File: config.mk
export PLATFORM = sky130hd
export DESIGN_NAME = lpp_top
export DESIGN_NICKNAME = d
export VERILOG_FILES = /design/src/lpp_pkg.sv /design/src/lpp_top.sv
export VERILOG_INCLUDE_DIRS = /design/src
export SDC_FILE = /design/constraint.sdc
export NUM_CORES = 1
export LEC_CHECK = 0
export BUFFER_PORTS_ARGS = -buffer_cell sky130_fd_sc_hd__buf_4
export CORE_AREA = 2 2 262 264
export CTS_BUF_LIST = sky130_fd_sc_hd__clkbuf_8 sky130_fd_sc_hd__clkbuf_16
export DETAILED_ROUTE_END_ITERATION = 10
export DIE_AREA = 0 0 264 266
export PLACE_DENSITY = 0.49
export SETUP_SLACK_MARGIN = 0.5
export SLEW_MARGIN = 20
export SYNTH_ARGS = -nofsm -noshare
export SYNTH_HDL_FRONTEND = slang
export SYNTH_SLANG_ARGS = --single-unit
File: constraint.sdc
create_clock -name clk_i -period 13.7 [get_ports clk_i]
set_clock_uncertainty 0.2 [all_clocks]
set_input_delay 1.37 -clock clk_i [delete_from_list [all_inputs] [get_ports clk_i]]
set_output_delay 1.37 -clock clk_i [all_outputs]
set_load 0.05 [all_outputs]
File: src/lpp_consts.svh
// Register indices, field positions, reset values and level constants of the luma pipeline.
`ifndef LPP_CONSTS_SVH
`define LPP_CONSTS_SVH
`define LPP_IDX_MODE2 12'h401
`define LPP_IDX_BRIGHT 12'h414
`define LPP_IDX_CONTRAST 12'h415
`define LPP_IDX_LUMA_CTL 12'h416
`define LPP_IDX_HSCALE0 12'h418
`define LPP_IDX_HSCALE1 12'h419
`define LPP_IDX_HSCALE2 12'h41a
`define LPP_IDX_WHITE3 12'h4a2
`define LPP_IDX_STD 12'h4f0
`define LPP_IDX_STATUS 12'h4f1
`define LPP_WLE_BIT 3
`define LPP_WTE_BIT 0
`define LPP_CORE_LSB 0
`define LPP_PSEL_LSB 2
`define LPP_RANGE_LSB 4
`define LPP_PEAK_EN_BIT 6
`define LPP_STD_SETUP_BIT 0
`define LPP_STD_625_BIT 1
`define LPP_MODE2_RST 8'h08
`define LPP_CONTRAST_RST 8'h80
`define LPP_GAIN_UNITY 8'h80
`define LPP_GAIN_MIN 8'h40
`define LPP_WHITE_100 10'h320
`define LPP_WHITE_110 10'h370
`define LPP_WHITE_HYST 10'h010
`define LPP_BACK_PORCH 12'h0f0
`define LPP_SETUP 12'h02a
`define LPP_SCALE_525 9'h0b4
`define LPP_SCALE_625 9'h0a8
`define LPP_SPI_BLACK_Q7 24'h00_2000
`define LPP_HS_T1 24'h08_0000
`define LPP_HS_T2 24'h10_0000
`define LPP_PK_K0 5'h03
`define LPP_PK_K1 5'h05
`define LPP_PK_K2 5'h08
`define LPP_PK_K3 5'h0a
`define LPP_CSC_525 9'h0e0
`define LPP_CSC_625 9'h0e4
`define LPP_CSC_FULL 9'h100
`define LPP_CORE_T1 13'h0010
`define LPP_CORE_T2 13'h0020
`define LPP_CORE_T3 13'h0040
`define LPP_LO_SPI 10'h040
`define LPP_LO_BTB 10'h004
`define LPP_HI_SPI 10'h3f8
`define LPP_LATENCY 9
`endif

File: src/lpp_pkg.sv
// Types shared by the luma post-processing pipeline.
package lpp_pkg;
	typedef logic [11:0] lpp_idx_t;
	typedef enum logic [1:0] {
		LPP_LPF_BYPASS = 2'h0,
		LPP_LPF_MILD = 2'h1,
		LPP_LPF_MED = 2'h2,
		LPP_LPF_STRONG = 2'h3
	} lpp_lpf_t;
endpackage

File: src/lpp_top.sv
// Luma post-processing pipeline with its Wishbone register file.
`timescale 1ns/10ps
`include "lpp_consts.svh"
// Behaviour
// - White crush lowers gain above peak white.
// - White crush on by default, software-disabled.
// - Threshold 110 IRE when enabled, else 100.
// - Remove back porch, optional setup, then scale.
// - Low-pass shape chosen from horizontal scale.
// - No scaling selects the bypass shape.
// - Peaking after low-pass, bypassed unless enabled.
// - Peaking gain select picks four boosts.
// - Contrast multiplies, 0x80 is unity.
// - Colour-space gain from standard and range.
// - Brightness adds eight times signed value.
// - Coring zeroes small-magnitude values.
// - Range 00 limits to 64..1016.
// - Range 01 limits to 4..1016.
// - Range 1x passes 0..1023 unlimited.
// - Stages run in the fixed documented order.
// - Samples in from separator, out to scaler.
module lpp_top #(
	parameter int ADR_W = 14
) (
	input wire logic clk_i,
	input wire logic rst_i,
	input wire logic [ADR_W-1:0] adr_i,
	input wire logic [31:0] dat_i,
	output logic [31:0] dat_o,
	input wire logic we_i,
	input wire logic [3:0] sel_i,
	input wire logic cyc_i,
	input wire logic stb_i,
	output logic ack_o,
	input wire logic [9:0] y_i,
	input wire logic y_valid_i,
	output logic [9:0] y_o,
	output logic y_valid_o
);
	////////////////////////////////////////////////////////////////////////////////
	logic ack_reg;
	logic [31:0] dat_reg;
	logic [7:0] mode2_reg;
	logic [7:0] bright_reg;
	logic [7:0] contrast_reg;
	logic [7:0] luma_ctl_reg;
	logic [23:0] hscale_reg;
	logic [7:0] white3_reg;
	logic [7:0] std_reg;
	logic [7:0] wgain_reg;
	logic [8:0] vld_reg;
	logic [9:0] s1_reg, s2_reg, s3_reg, s4_reg, s5_reg, y_reg;
	logic [9:0] lp1_reg, lp2_reg, pk1_reg, pk2_reg;
	logic signed [11:0] s6_reg;
	logic signed [12:0] s7_reg, s8_reg;
	lpp_pkg::lpp_idx_t idx;
	logic req, wr;
	logic [31:0] rd_next;
	logic [1:0] range;

	assign idx = adr_i[13:2];
	assign req = cyc_i && stb_i && !ack_reg;
	assign wr = req && we_i && sel_i[0];
	assign range = luma_ctl_reg[`LPP_RANGE_LSB +: 2];
	assign ack_o = ack_reg;
	assign dat_o = dat_reg;
	assign y_o = y_reg;
	assign y_valid_o = vld_reg[8];

	function automatic logic [9:0] rnd_sat(input logic signed [23:0] v, input int sh);
		logic signed [23:0] r;
		r = (v + (24'sh1 <<< (sh - 1))) >>> sh;
		if (r < 0)
			rnd_sat = 10'h000;
		else if (r > 24'sh3ff)
			rnd_sat = 10'h3ff;
		else
			rnd_sat = r[9:0];
	endfunction

	////////////////////////////////////////////////////////////////////////////////
	// Single-cycle answer: ack rises one edge after the request and drops after one cycle.
	always_ff @(posedge clk_i) begin
		if (rst_i)
			ack_reg <= 1'b0;
		else
			ack_reg <= req;
	end

	always_ff @(posedge clk_i) begin
		if (rst_i) begin
			mode2_reg <= `LPP_MODE2_RST;
			bright_reg <= 8'h00;
			contrast_reg <= `LPP_CONTRAST_RST;
			luma_ctl_reg <= 8'h00;
			hscale_reg <= 24'h00_0000;
			white3_reg <= 8'h00;
			std_reg <= 8'h00;
		end else if (wr) begin
			case (idx)
				`LPP_IDX_MODE2: mode2_reg <= dat_i[7:0];
				`LPP_IDX_BRIGHT: bright_reg <= dat_i[7:0];
				`LPP_IDX_CONTRAST: contrast_reg <= dat_i[7:0];
				`LPP_IDX_LUMA_CTL: luma_ctl_reg <= dat_i[7:0];
				`LPP_IDX_HSCALE0: hscale_reg[7:0] <= dat_i[7:0];
				`LPP_IDX_HSCALE1: hscale_reg[15:8] <= dat_i[7:0];
				`LPP_IDX_HSCALE2: hscale_reg[23:16] <= dat_i[7:0];
				`LPP_IDX_WHITE3: white3_reg <= dat_i[7:0];
				`LPP_IDX_STD: std_reg <= dat_i[7:0];
				default: ;
			endcase
		end
	end

	always_comb begin
		case (idx)
			`LPP_IDX_MODE2: rd_next = {24'h00_0000, mode2_reg};
			`LPP_IDX_BRIGHT: rd_next = {24'h00_0000, bright_reg};
			`LPP_IDX_CONTRAST: rd_next = {24'h00_0000, contrast_reg};
			`LPP_IDX_LUMA_CTL: rd_next = {24'h00_0000, luma_ctl_reg};
			`LPP_IDX_HSCALE0: rd_next = {24'h00_0000, hscale_reg[7:0]};
			`LPP_IDX_HSCALE1: rd_next = {24'h00_0000, hscale_reg[15:8]};
			`LPP_IDX_HSCALE2: rd_next = {24'h00_0000, hscale_reg[23:16]};
			`LPP_IDX_WHITE3: rd_next = {24'h00_0000, white3_reg};
			`LPP_IDX_STD: rd_next = {24'h00_0000, std_reg};
			`LPP_IDX_STATUS: rd_next = {14'h0000, y_reg, wgain_reg};
			default: rd_next = 32'h0000_0000;
		endcase
	end

	always_ff @(posedge clk_i) begin
		if (rst_i)
			dat_reg <= 32'h0000_0000;
		else if (req && !we_i)
			dat_reg <= rd_next;
	end

	////////////////////////////////////////////////////////////////////////////////
	// Every stage registers once per clock, so latency is fixed at nine cycles.
	always_ff @(posedge clk_i) begin
		if (rst_i)
			vld_reg <= 9'h000;
		else
			vld_reg <= {vld_reg[7:0], y_valid_i};
	end

	////////////////////////////////////////////////////////////////////////////////
	// Stage 1: white crush gain, adapted one step per valid sample.
	logic [9:0] wc_thr;
	logic [9:0] s1_next;
	logic wle;
	assign wle = mode2_reg[`LPP_WLE_BIT];
	assign wc_thr = white3_reg[`LPP_WTE_BIT] ? `LPP_WHITE_110 : `LPP_WHITE_100;
	assign s1_next = rnd_sat($signed({6'h00, {8'h00, y_i} * {10'h000, wgain_reg}}), 7);

	always_ff @(posedge clk_i) begin
		if (rst_i)
			wgain_reg <= `LPP_GAIN_UNITY;
		else if (!wle)
			wgain_reg <= `LPP_GAIN_UNITY;
		else if (y_valid_i) begin
			if (s1_next > wc_thr && wgain_reg > `LPP_GAIN_MIN)
				wgain_reg <= wgain_reg - 8'h01;
			else if (s1_next < wc_thr - `LPP_WHITE_HYST && wgain_reg < `LPP_GAIN_UNITY)
				wgain_reg <= wgain_reg + 8'h01;
		end
	end

	always_ff @(posedge clk_i) begin
		if (rst_i)
			s1_reg <= 10'h000;
		else
			s1_reg <= s1_next;
	end

	////////////////////////////////////////////////////////////////////////////////
	// Stage 2: back porch and setup removal, then scaling to interface levels.
	logic signed [11:0] lvl_t;
	logic [8:0] lvl_scale;
	assign lvl_t = $signed({2'b00, s1_reg} - `LPP_BACK_PORCH
		- (std_reg[`LPP_STD_SETUP_BIT] ? `LPP_SETUP : 12'h000));
	assign lvl_scale = std_reg[`LPP_STD_625_BIT] ? `LPP_SCALE_625 : `LPP_SCALE_525;

	always_ff @(posedge clk_i) begin
		if (rst_i)
			s2_reg <= 10'h000;
		else
			s2_reg <= rnd_sat(24'(lvl_t) * 24'($signed(lvl_scale))
				+ $signed(`LPP_SPI_BLACK_Q7), 7);
	end

	////////////////////////////////////////////////////////////////////////////////
	// Stage 3: low-pass, shape chosen from the horizontal scale factor.
	lpp_pkg::lpp_lpf_t lpf_sel;
	logic [11:0] lpf_sum;
	always_comb begin
		if (hscale_reg == 24'h00_0000)
			lpf_sel = lpp_pkg::LPP_LPF_BYPASS;
		else if (hscale_reg < `LPP_HS_T1)
			lpf_sel = lpp_pkg::LPP_LPF_MILD;
		else if (hscale_reg < `LPP_HS_T2)
			lpf_sel = lpp_pkg::LPP_LPF_MED;
		else
			lpf_sel = lpp_pkg::LPP_LPF_STRONG;
	end

	always_comb begin
		case (lpf_sel)
			lpp_pkg::LPP_LPF_MILD: lpf_sum = {s2_reg, 1'b0} + {2'b00, s2_reg} + {2'b00, lp1_reg};
			lpp_pkg::LPP_LPF_MED: lpf_sum = {1'b0, s2_reg, 1'b0} + {2'b00, lp1_reg}
				+ {2'b00, lp2_reg};
			lpp_pkg::LPP_LPF_STRONG: lpf_sum = {2'b00, s2_reg} + {1'b0, lp1_reg, 1'b0}
				+ {2'b00, lp2_reg};
			default: lpf_sum = {s2_reg, 2'b00};
		endcase
	end

	always_ff @(posedge clk_i) begin
		if (rst_i) begin
			lp1_reg <= 10'h000;
			lp2_reg <= 10'h000;
		end else if (vld_reg[1]) begin
			lp1_reg <= s2_reg;
			lp2_reg <= lp1_reg;
		end
	end

	always_ff @(posedge clk_i) begin
		if (rst_i)
			s3_reg <= 10'h000;
		else
			s3_reg <= rnd_sat($signed({12'h000, lpf_sum}), 2);
	end

	////////////////////////////////////////////////////////////////////////////////
	// Stage 4: peaking adds a scaled high-pass term to the newest sample, s3_reg.
	logic signed [12:0] pk_hp;
	logic [4:0] pk_k;
	assign pk_hp = $signed({2'b00, s3_reg, 1'b0}) - $signed({3'b000, pk1_reg})
		- $signed({3'b000, pk2_reg});
	always_comb begin
		case (luma_ctl_reg[`LPP_PSEL_LSB +: 2])
			2'h0: pk_k = `LPP_PK_K0;
			2'h1: pk_k = `LPP_PK_K1;
			2'h2: pk_k = `LPP_PK_K2;
			default: pk_k = `LPP_PK_K3;
		endcase
	end

	always_ff @(posedge clk_i) begin
		if (rst_i) begin
			pk1_reg <= 10'h000;
			pk2_reg <= 10'h000;
		end else if (vld_reg[2]) begin
			pk1_reg <= s3_reg;
			pk2_reg <= pk1_reg;
		end
	end

	always_ff @(posedge clk_i) begin
		if (rst_i)
			s4_reg <= 10'h000;
		else if (luma_ctl_reg[`LPP_PEAK_EN_BIT])
			s4_reg <= rnd_sat(24'(pk_hp) * 24'($signed({1'b0, pk_k}))
				+ $signed({10'h000, s3_reg, 4'h0}), 4);
		else
			s4_reg <= s3_reg;
	end

	////////////////////////////////////////////////////////////////////////////////
	// Stages 5 to 7: contrast, colour-space gain, brightness offset.
	logic [8:0] csc_k;
	assign csc_k = range[1] ? `LPP_CSC_FULL
		: (std_reg[`LPP_STD_625_BIT] ? `LPP_CSC_625 : `LPP_CSC_525);

	always_ff @(posedge clk_i) begin
		if (rst_i)
			s5_reg <= 10'h000;
		else
			s5_reg <= rnd_sat($signed({6'h00, {8'h00, s4_reg} * {10'h000, contrast_reg}}),
				7);
	end

	// The colour-space product is kept unclipped; limiting happens at the last stage.
	always_ff @(posedge clk_i) begin
		if (rst_i)
			s6_reg <= 12'sh000;
		else
			s6_reg <= 12'(({9'h000, s5_reg} * {10'h000, csc_k} + 19'h00080) >> 8);
	end

	always_ff @(posedge clk_i) begin
		if (rst_i)
			s7_reg <= 13'sh0000;
		else
			s7_reg <= 13'(s6_reg) + 13'($signed(bright_reg)) * 13'sd8;
	end

	////////////////////////////////////////////////////////////////////////////////
	// Stage 8: coring, then stage 9: range saturation.
	logic [12:0] core_thr;
	logic [12:0] s7_mag;
	assign s7_mag = s7_reg[12] ? 13'(-s7_reg) : s7_reg;
	always_comb begin
		case (luma_ctl_reg[`LPP_CORE_LSB +: 2])
			2'h1: core_thr = `LPP_CORE_T1;
			2'h2: core_thr = `LPP_CORE_T2;
			2'h3: core_thr = `LPP_CORE_T3;
			default: core_thr = 13'h0000;
		endcase
	end

	always_ff @(posedge clk_i) begin
		if (rst_i)
			s8_reg <= 13'sh0000;
		else if (s7_mag < core_thr)
			s8_reg <= 13'sh0000;
		else
			s8_reg <= s7_reg;
	end

	logic [9:0] rng_lo, rng_hi, s8_sat;
	assign s8_sat = rnd_sat(24'(s8_reg), 0);
	always_comb begin
		case (range)
			2'h0: begin
				rng_lo = `LPP_LO_SPI;
				rng_hi = `LPP_HI_SPI;
			end
			2'h1: begin
				rng_lo = `LPP_LO_BTB;
				rng_hi = `LPP_HI_SPI;
			end
			default: begin
				rng_lo = 10'h000;
				rng_hi = 10'h3ff;
			end
		endcase
	end

	always_ff @(posedge clk_i) begin
		if (rst_i)
			y_reg <= 10'h000;
		else if (s8_sat < rng_lo)
			y_reg <= rng_lo;
		else if (s8_sat > rng_hi)
			y_reg <= rng_hi;
		else
			y_reg <= s8_sat;
	end
endmodule

### Word-level counts from Yosys, hierarchy flattened

Index checks and enable logic that the tools add are counted.

* register bits: 259
* latch bits: 0
* memory bits (writable): 0
* ROM bits: 0
* input port bits: 66
* output and inout port bits: 44
* word-level logic and storage cells: 153
* memories kept: 0

* add/subtract/negate cells: 23
* $mul: 5
* divide/modulo/power cells: 0
* order comparisons: 21
* eq/ne operators: 19
* shift-type cells: 0
* multiplexer cells: 29
* bitwise gates (word level): 1
* reduce and logical (&&, ||, !) cells: 29

Operator list (count)
* case mux 18 bit (10 select lines): 1
* equality test 12 x 11 -> 1 bit, second input constant: 10
* 2-to-1 mux 10 bit: 12
* adder 18 x 7 -> 19 bit, second input constant: 2
* adder 12 x 10 -> 12 bit: 3
* multiplier 10 x 8 -> 18 bit: 2
* case mux 12 bit (3 select lines): 1
* greater-than comparator 16 x 11 -> 1 bit, second input constant: 2
* less-than comparator 16 x 1 -> 1 bit, second input constant: 2
* adder 11 x 10 -> 12 bit: 2
* greater-than comparator 12 x 10 -> 1 bit, second input constant: 2
* zero test 24 bit: 1
* less-than comparator 12 x 1 -> 1 bit, second input constant: 2
* less-than comparator 24 x 20 -> 1 bit, second input constant: 1
* less-than comparator 24 x 21 -> 1 bit, second input constant: 1
* adder 22 x 8 -> 23 bit, second input constant: 1
* adder 21 x 15 -> 22 bit, second input constant: 1
* multiplier 12 x 9 -> 21 bit: 1
* case mux 7 bit (3 select lines): 1
* adder 19 x 5 -> 20 bit, second input constant: 1
* greater-than comparator 10 bit: 2
* less-than comparator 10 bit: 2
* AND reduction 2 bit: 10
* adder 18 x 15 -> 19 bit: 1
* other kinds (40): 63

### Depth between registers and ports, before layout

Gate-level depths: netlist of the first run.

* word-level depth: 9
* mapped depth: 34
* depth with buffers taken out: 33

### Least setup slack after synthesis of the first run

Ideal clock, no wire load.

* path type: input to register
* start point: input port y_i[0]
* end point: register wgain_reg[7]
* setup time: 0.065 ns
* arrival: 7.923 ns
* path slack: 5.512 ns
* cell stages on the path: 30
* path buffers: 0
* cell sequence: nand2_1 -> fa_1 -> fa_1 -> inv_1 -> fa_1 -> fa_1 -> ha_1 -> nand4_1 -> o2bb2ai_2 -> a211oi_1 -> o21ba_2 -> a21o_1 -> a21o_1 -> nor2_1 -> ha_1 -> nor3_1 -> nand4_1 -> and4bb_4 -> nor2_2 -> inv_1 -> ha_1 -> a21o_1 -> a21o_1 -> a21o_1 -> a21oi_1 -> nor2b_1 -> o21ai_0 -> nand2b_1 -> or4_1 -> nand4b_1

* word-level cells in the longest chain between the ends: 9
* elaborated cells on any way between the ends: 13
* classes of those cells: add/sub (1); mul (1); order compare (4); mux (3); reduce/logical (4)

Ends and longest elaborated chain
* from (decl): RTL line lpp_top.sv:35 `input wire logic [9:0] y_i,`
* multiplier 10 x 8 -> 18 bit *: RTL line lpp_top.sv:154 `assign s1_next = rnd_sat($signed({6'h00, {8'h00, y_i} * {10'h000, wgain_reg}}), 7);`
* adder 18 x 7 -> 19 bit *: RTL line lpp_top.sv:72 `r = (v + (24'sh1 <<< (sh - 1))) >>> sh;`
* greater-than comparator 12 x 10 -> 1 bit: RTL line lpp_top.sv:75 `else if (r > 24'sh3ff)`
* 2-to-1 mux 10 bit: RTL line lpp_top.sv:75
* 2-to-1 mux 10 bit *: RTL line lpp_top.sv:73 `if (r < 0)`
* greater-than comparator 10 bit / less-than comparator 10 bit (equally long branches)
* logical AND 1 bit (no line)
* nonzero test 2 bit (no line)
* AND reduction 2 bit (no line)
* to (signal assigned): RTL line lpp_top.sv:160 `` wgain_reg <= `LPP_GAIN_UNITY; ``
* to (signal assigned): RTL line lpp_top.sv:163 `wgain_reg <= wgain_reg - 8'h01;`
* to (signal assigned): RTL line lpp_top.sv:165 `wgain_reg <= wgain_reg + 8'h01;`
* to (decl): RTL line lpp_top.sv:50 `logic [7:0] wgain_reg;`

Mark *: on every way between the ends. The rest lies on a longest branch, timed or not.
A chain may end at the register's enable or synchronous reset.

### Worst setup path in the final report of the first run

* start point: input port y_i[4]
* end point: register wgain_reg[7]

Same word-level chain as after synthesis.

==> results of run 1 <==
[how the worst max path moves through the flow]
stage / endpoint / slack (ps)
2_1_floorplan: wgain_reg[7]$_SDFFE_PP1P_ / 5510
3_3_place_gp: wgain_reg[7]$_SDFFE_PP1P_ / 4800
3_5_place_dp: wgain_reg[7]$_SDFFE_PP1P_ / 4720
4_1_cts: wgain_reg[7]$_SDFFE_PP1P_ / 5240
5_1_grt: wgain_reg[7]$_SDFFE_PP1P_ / 4710
6_report: wgain_reg[7]$_SDFFE_PP1P_ / 5240
[final cells by class]
class / instances / area (µm²) / area share, %
Clock inverter: 18 / 165.2 / 0.6298
Antenna cell: 1 / 2.502 / 0.009542
Inverter: 332 / 1246 / 4.752
Clock buffer: 31 / 753.2 / 2.872
Multi-Input combinational cell: 2044 / 17460 / 66.57
Tap cell: 882 / 1104 / 4.208
Sequential cell: 245 / 4906 / 18.71
Timing Repair Buffer: 78 / 589.3 / 2.247
[worst max-delay path: cells and delay by family]
kind	cells	cell delay [ps]
buf+inv	2	310
simple gates	11	1900
compound gates	10	2120
fa+ha+maj	7	3020
[per-stage QoR]
step	setup slack, ps	cell area, µm²	utilization (%)	std cells	hold WS, ps
after floorplan	5512	24100	-	2739	213.8
after global placement	4797	25300	37.35	3581	217.8
after detailed placement	4722	25300	37.35	3581	223.9
after CTS	5244	26220	38.71	3630	228.0
after global routing	4706	26230	38.71	3631	247.5
final	5239	26230	38.71	3631	222.9
[routing by layer]
metal  vias up  routed length (µm)  track usage, %
met1      8847               28620           23.77
met4        12                1250           4.208
met2       269               28120           30.08
met5         -                  58               0
met3        76                2437           2.163
li1       9059                   -               -
[cells in the mapped netlist (6+ instances only)]
library cell and instances:
inv_1 330, ha_1 311, dfxtp_1 245, fa_1 217, nor2_1 216, nand2_1 214, a21oi_1 144, and2_1 114
mux2i_1 98, clkbuf_1 92, o21ai_0 72, xnor2_1 71, nand3_1 64, a21o_1 58, nor2b_1 51, xor2_1 42
nor3_1 29, o21a_1 27, a31oi_1 24, a211oi_1 22, nand2b_1 22, o21bai_1 20, or2_2 18, and3_1 16
a22oi_1 15, buf_4 14, nand4_1 14, nor4_1 10, a221o_1 9, a22o_1 9, o31ai_1 9, a221oi_1 6
buf_1 6, mux2_2 6, nand3b_1 6, o211ai_1 6, or3_1 6
[cells by family after synthesis]
family          count (synthesis)  share of synthesized area [%]
simple gates                  805                          16.36
compound gates                475                          13.16
buf+inv                       450                          7.303
flops                         245                          20.41
xor+xnor                      113                          4.118
fa+ha+maj                     528                          34.26
other cells                     2                        0.03125
mux                           104                          4.362
==> impl_metrics.py, run 1 <==
metrics = {
    "cells_and_area": {
        "drive_gt1_share_pct": 6.477,
        "nNetsFinal": 3323,
        "most-common-layout-cells": "inv_1, ha_1, dfxtp_1",
        "largest_register_ff_count": 24,
        "layout_commonest_cell": "inv_1",
        "area_delta_synth_final_pct": 9.110,
        "fill_cells": 6886,
    },
    "global_route": {
        "antenna_found_initial": 7,
        "grt_usage_pct": 17.64,
        "first_global_vias": 18980,
        "overflow": 0,
        "grt_pass1_wl_um": 100600,
        "grt_max_degree": 77,
    },
    "timing": {
        "hold_viol": 0,
        "fin_crit_ps": 8461,
        "fmax_ghz": 0.1182,
        "period_share_pct": 61.76,
        "final.setup.tns_ps": 0,
        "grt_setup_unrepaired": "no",
        "slew_violations": 0,
        "tightest_slew_ps": 1119,
        "setup_viol": 0,
        "max_slew_margin_pct": 24.80,
    },
    "critical_path": {
        "worstSetupStartpoint": "y_i[4]",
        "critPathKind": "in -> reg",
        "worstSetupEndpointType": "flop",
        "worstReg2RegEnd": "wgain_reg[7]$_SDFFE_PP1P_",
        "r2r_setup_slack_ps": 5260,
        "cp-start-kind": "primary input",
        "arrival_ps": 8760,
        "cp_slowest_stage_delay_ps": 570,
        "slowest_stage": "fa_1",
        "timing.rr.start": "wgain_reg[6]$_SDFFE_PP0P_",
        "worst_r2r_path_depth": 30,
        "required_ps": 14000,
        "worstPathMaxFanout": 8,
    },
    "yosys": {
        "synth_edf_count": 0,
        "yosys_most_used_dff": "dfxtp_1",
        "synth_seq_cells": 245,
        "yosysUniqueCellTypes": 85,
        "synth_top_area_share_pct": 20.41,
        "synthCells": 2722,
        "synth_area_per_cell_um2": 8.830,
        "yosys.area.top_type": "dfxtp_1",
        "synthTopCellsByArea": "dfxtp_1, fa_1, ha_1",
        "synth_seq_area_share_pct": 20.41,
        "async_reset_ff_share_pct": 0,
        "ys_warn_count": 0,
        "synth_area_mm2": 0.02404,
    },
    "hold_path": {
        "hold_depth": 1,
        "hold_path_end": "vld_reg[7]$_SDFF_PP0_",
        "hp-class": "reg -> reg",
        "holdCritStartpoint": "vld_reg[6]$_SDFF_PP0_",
    },
    "clock_network": {
        "cts_tree": "built",
        "h-tree-depth": 1,
        "cts-root-buf": "clkbuf_16",
        "numCtsBuffers": 28,
        "worstSkewPairLatency_ps": 560,
        "cts_num_sinks": 245,
        "cts_resized": 0,
        "cts_buffer_depth": 3,
        "cts_setup_buffers": 0,
        "holdBufCountCts": 0,
        "path_clk_slew_ps": 70,
    },
    "floorplanning": {
        "rows": 96,
        "die_h_um": 266,
        "core_mm2": 0.06775,
        "start_util_pct": 35.48,
        "die_w_um": 264,
        "num_io_pins": 110,
        "die_area_mm2": 0.07022,
    },
    "routing": {
        "vias": 18260,
        "wl_um": 60480,
        "drtPass1Iterations": 5,
        "ant_nets": 0,
        "viasPerCell": 5.030,
        "route.detailed.drc": 0,
        "drt_iter0_drc": 898,
        "drt-wirelength-per-cell_um": 16.66,
    },
    "run_status": {
        "run_status": "finished clean",
    },
    "placement": {
        "hpwl_um": 48300,
        "gp_congestion": 0.8408,
        "portBuffers": 66,
    },
    "run": {
        "drv_cap": 0,
    },
}
Power of run 1 is not shown: default switching activity piles up to over one toggle a cycle in this logic, so the estimate is an artifact.
==> inputs of run 2 (changes only) <==
ABC_AREA = 1   (was default)
CORE_AREA = 2 2 266 268   (was 2 2 262 264)
DIE_AREA = 0 0 268 270   (was 0 0 264 266)
clock period = 8.7 ns   (was 13.7 ns; I/O delays follow)
==> run 2 against run 1 <==
Net effect:
- clock-buffer cell count increased by 4
- register-to-register slack got worse by 4000 ps
- non-clock buffer count increased by 1
- largest cell class unchanged
- via count increased by 9.9%
- worst setup slack got worse by 4000 ps
- wire length increased by 3.1%
- global-route usage increased by 0.22 points
==> impl_metrics.py, run 2 <==
metrics = {
    "run_status": {
        "run_status": "finished clean",
    },
    "yosys": {
        "synth_edf_count": 0,
        "synth_top_area_share_pct": 19.73,
        "async_reset_ff_share_pct": 0,
        "synth_area_mm2": 0.02486,
        "yosys_most_used_dff": "dfxtp_1",
        "ys_warn_count": 0,
        "yosys.area.top_type": "dfxtp_1",
        "synth_area_per_cell_um2": 7.480,
        "synth_seq_area_share_pct": 19.73,
        "synthTopCellsByArea": "dfxtp_1, fa_1, ha_1",
        "synth_most_common_cell": "inv_1",
        "synthCells": 3323,
        "yosysUniqueCellTypes": 62,
        "synth_seq_cells": 245,
        "synth_common_cells": "inv_1, nand2_1, ha_1, nor2_1, dfxtp_1",
    },
    "cells_and_area": {
        "seq_area_mm2": 0.004911,
        "most-common-layout-cells": "inv_1, nand2_1, ha_1",
        "area_delta_synth_final_pct": 9.690,
        "nNetsFinal": 3938,
        "drive_gt1_share_pct": 6.207,
        "fill_cells": 7349,
        "stdcell_area_mm2": 0.02726,
        "diodes": 0,
        "largest_register_ff_count": 24,
        "layout_commonest_cell": "inv_1",
        "multi_input_comb_area_mm2": 0.01698,
    },
    "critical_path": {
        "cp_slowest_stage_delay_ps": 610,
        "worst_r2r_path_depth": 42,
        "worstSetupEndpointType": "flop",
        "worstPathMaxFanout": 10,
        "timing.rr.start": "wgain_reg[4]$_SDFFE_PP0P_",
        "slowest_stage": "dfxtp_1",
        "worstReg2RegEnd": "wgain_reg[7]$_SDFFE_PP1P_",
        "critPathKind": "reg -> reg",
        "arrival_ps": 7710,
        "r2r_setup_slack_ps": 1230,
        "cp_common_cell": "nand2_1",
        "required_ps": 8940,
        "cp-start-kind": "flop",
    },
    "timing": {
        "final.setup.tns_ps": 0,
        "grt_setup_unrepaired": "no",
        "slew_violations": 0,
        "max_slew_margin_pct": 29.42,
        "tightest_slew_ps": 1053,
        "setup_viol": 0,
        "fmax_ghz": 0.1338,
        "hold_viol": 0,
        "fin_crit_ps": 7471,
        "period_share_pct": 85.88,
    },
    "hold_path": {
        "hold_depth": 2,
        "hold_path_end": "s7_reg[0]$_SDFF_PP0_",
        "holdCritStartpoint": "s6_reg[0]$_SDFF_PP0_",
        "hp-class": "reg -> reg",
    },
    "floorplanning": {
        "core_mm2": 0.06954,
        "die_h_um": 270,
        "rows": 97,
        "start_util_pct": 35.74,
        "num_io_pins": 110,
        "die_w_um": 268,
        "die_area_mm2": 0.07236,
    },
    "clock_network": {
        "holdBufCountCts": 0,
        "worstSkewPairLatency_ps": 580,
        "cts_buffer_depth": 3,
        "h-tree-depth": 1,
        "cts_setup_buffers": 0,
        "path_clk_slew_ps": 60,
        "cts_tree": "built",
        "numCtsBuffers": 31,
        "cts-root-buf": "clkbuf_16",
        "cts_num_sinks": 245,
        "cts_resized": 0,
    },
    "routing": {
        "drt_iter0_drc": 1041,
        "route.detailed.drc": 0,
        "drtPass1Iterations": 8,
        "ant_nets": 0,
        "drt-wirelength-per-cell_um": 14.48,
        "vias": 20070,
        "wl_um": 62370,
        "viasPerCell": 4.660,
    },
    "run": {
        "drv_cap": 0,
    },
    "placement": {
        "place_area_mm2": 0.02623,
        "portBuffers": 66,
        "hpwl_um": 50430,
        "gp_congestion": 0.8453,
    },
    "global_route": {
        "grt_pass1_wl_um": 105000,
        "grt_usage_pct": 17.86,
        "grt_max_degree": 78,
        "overflow": 0,
        "first_global_vias": 20250,
        "antenna_found_initial": 0,
    },
}
## run 2: worst max-delay path: cells and delay by family, from the launching register on
| family | cells | cell delay, ps |
|---|---|---|
| AO/OA/AOI/OAI | 6 | 1000 |
| adder cells (fa/ha/maj) | 7 | 3020 |
| buffers and inverters | 6 | 410 |
| flip-flops | 1 | 610 |
| AND/OR/NAND/NOR | 23 | 2100 |
## run 2: how the worst max path moves through the flow
stage	end	cells after the start	slack, ps	start
final	wgain_reg[7]$_SDFFE_PP1P_	42	1230	wgain_reg[4]$_SDFFE_PP0P_
after CTS	wgain_reg[7]$_SDFFE_PP1P_	42	1010	wgain_reg[7]$_SDFFE_PP1P_
after global routing	wgain_reg[7]$_SDFFE_PP1P_	43	590	wgain_reg[6]$_SDFFE_PP0P_
after floorplan	wgain_reg[7]$_SDFFE_PP1P_	43	1460	y_i[4]
after global placement	wgain_reg[7]$_SDFFE_PP1P_	43	840	y_i[4]
after detailed placement	wgain_reg[7]$_SDFFE_PP1P_	43	820	y_i[4]
## run 2: per-stage QoR
| stage | instances | hold slack (ps) | setup WS (ps) | utilization, % |
|---|---|---|---|---|
| after floorplan | 3340 | 188.3 | 1464 | - |
| after global placement | 4251 | 197.9 | 842.0 | 37.72 |
| after detailed placement | 4251 | 197.5 | 819.2 | 37.72 |
| after CTS | 4307 | 204.7 | 1008 | 39.18 |
| after global routing | 4307 | 221.1 | 586.9 | 39.20 |
| final | 4307 | 203.1 | 1229 | 39.20 |
## run 2: layer usage
metal  wire length, µm  track usage [%]
met5                 0                0
met4               998            3.499
met3              1736            1.377
met2             28610            29.81
met1             31020            25.27
## run 2: kinds of logic after synthesis
group / Yosys count / share of synthesized area (%)
xor+xnor: 89 / 3.136
flops: 245 / 19.73
buf+inv: 797 / 12.34
fa+ha+maj: 528 / 33.13
simple gates: 1117 / 18.93
other cells: 2 / 0.03022
compound gates: 545 / 12.70
## run 2: layout make-up
cell class / instances / area share, %
well taps: 940 / 4.314
repair buffers: 79 / 2.175
clock buffers: 35 / 3.047
multi-input cells: 2298 / 62.28
inverters: 689 / 9.495
flip-flops and latches: 245 / 18.01
clock inverters: 21 / 0.6746
Power of run 2 is left out for the same reason.
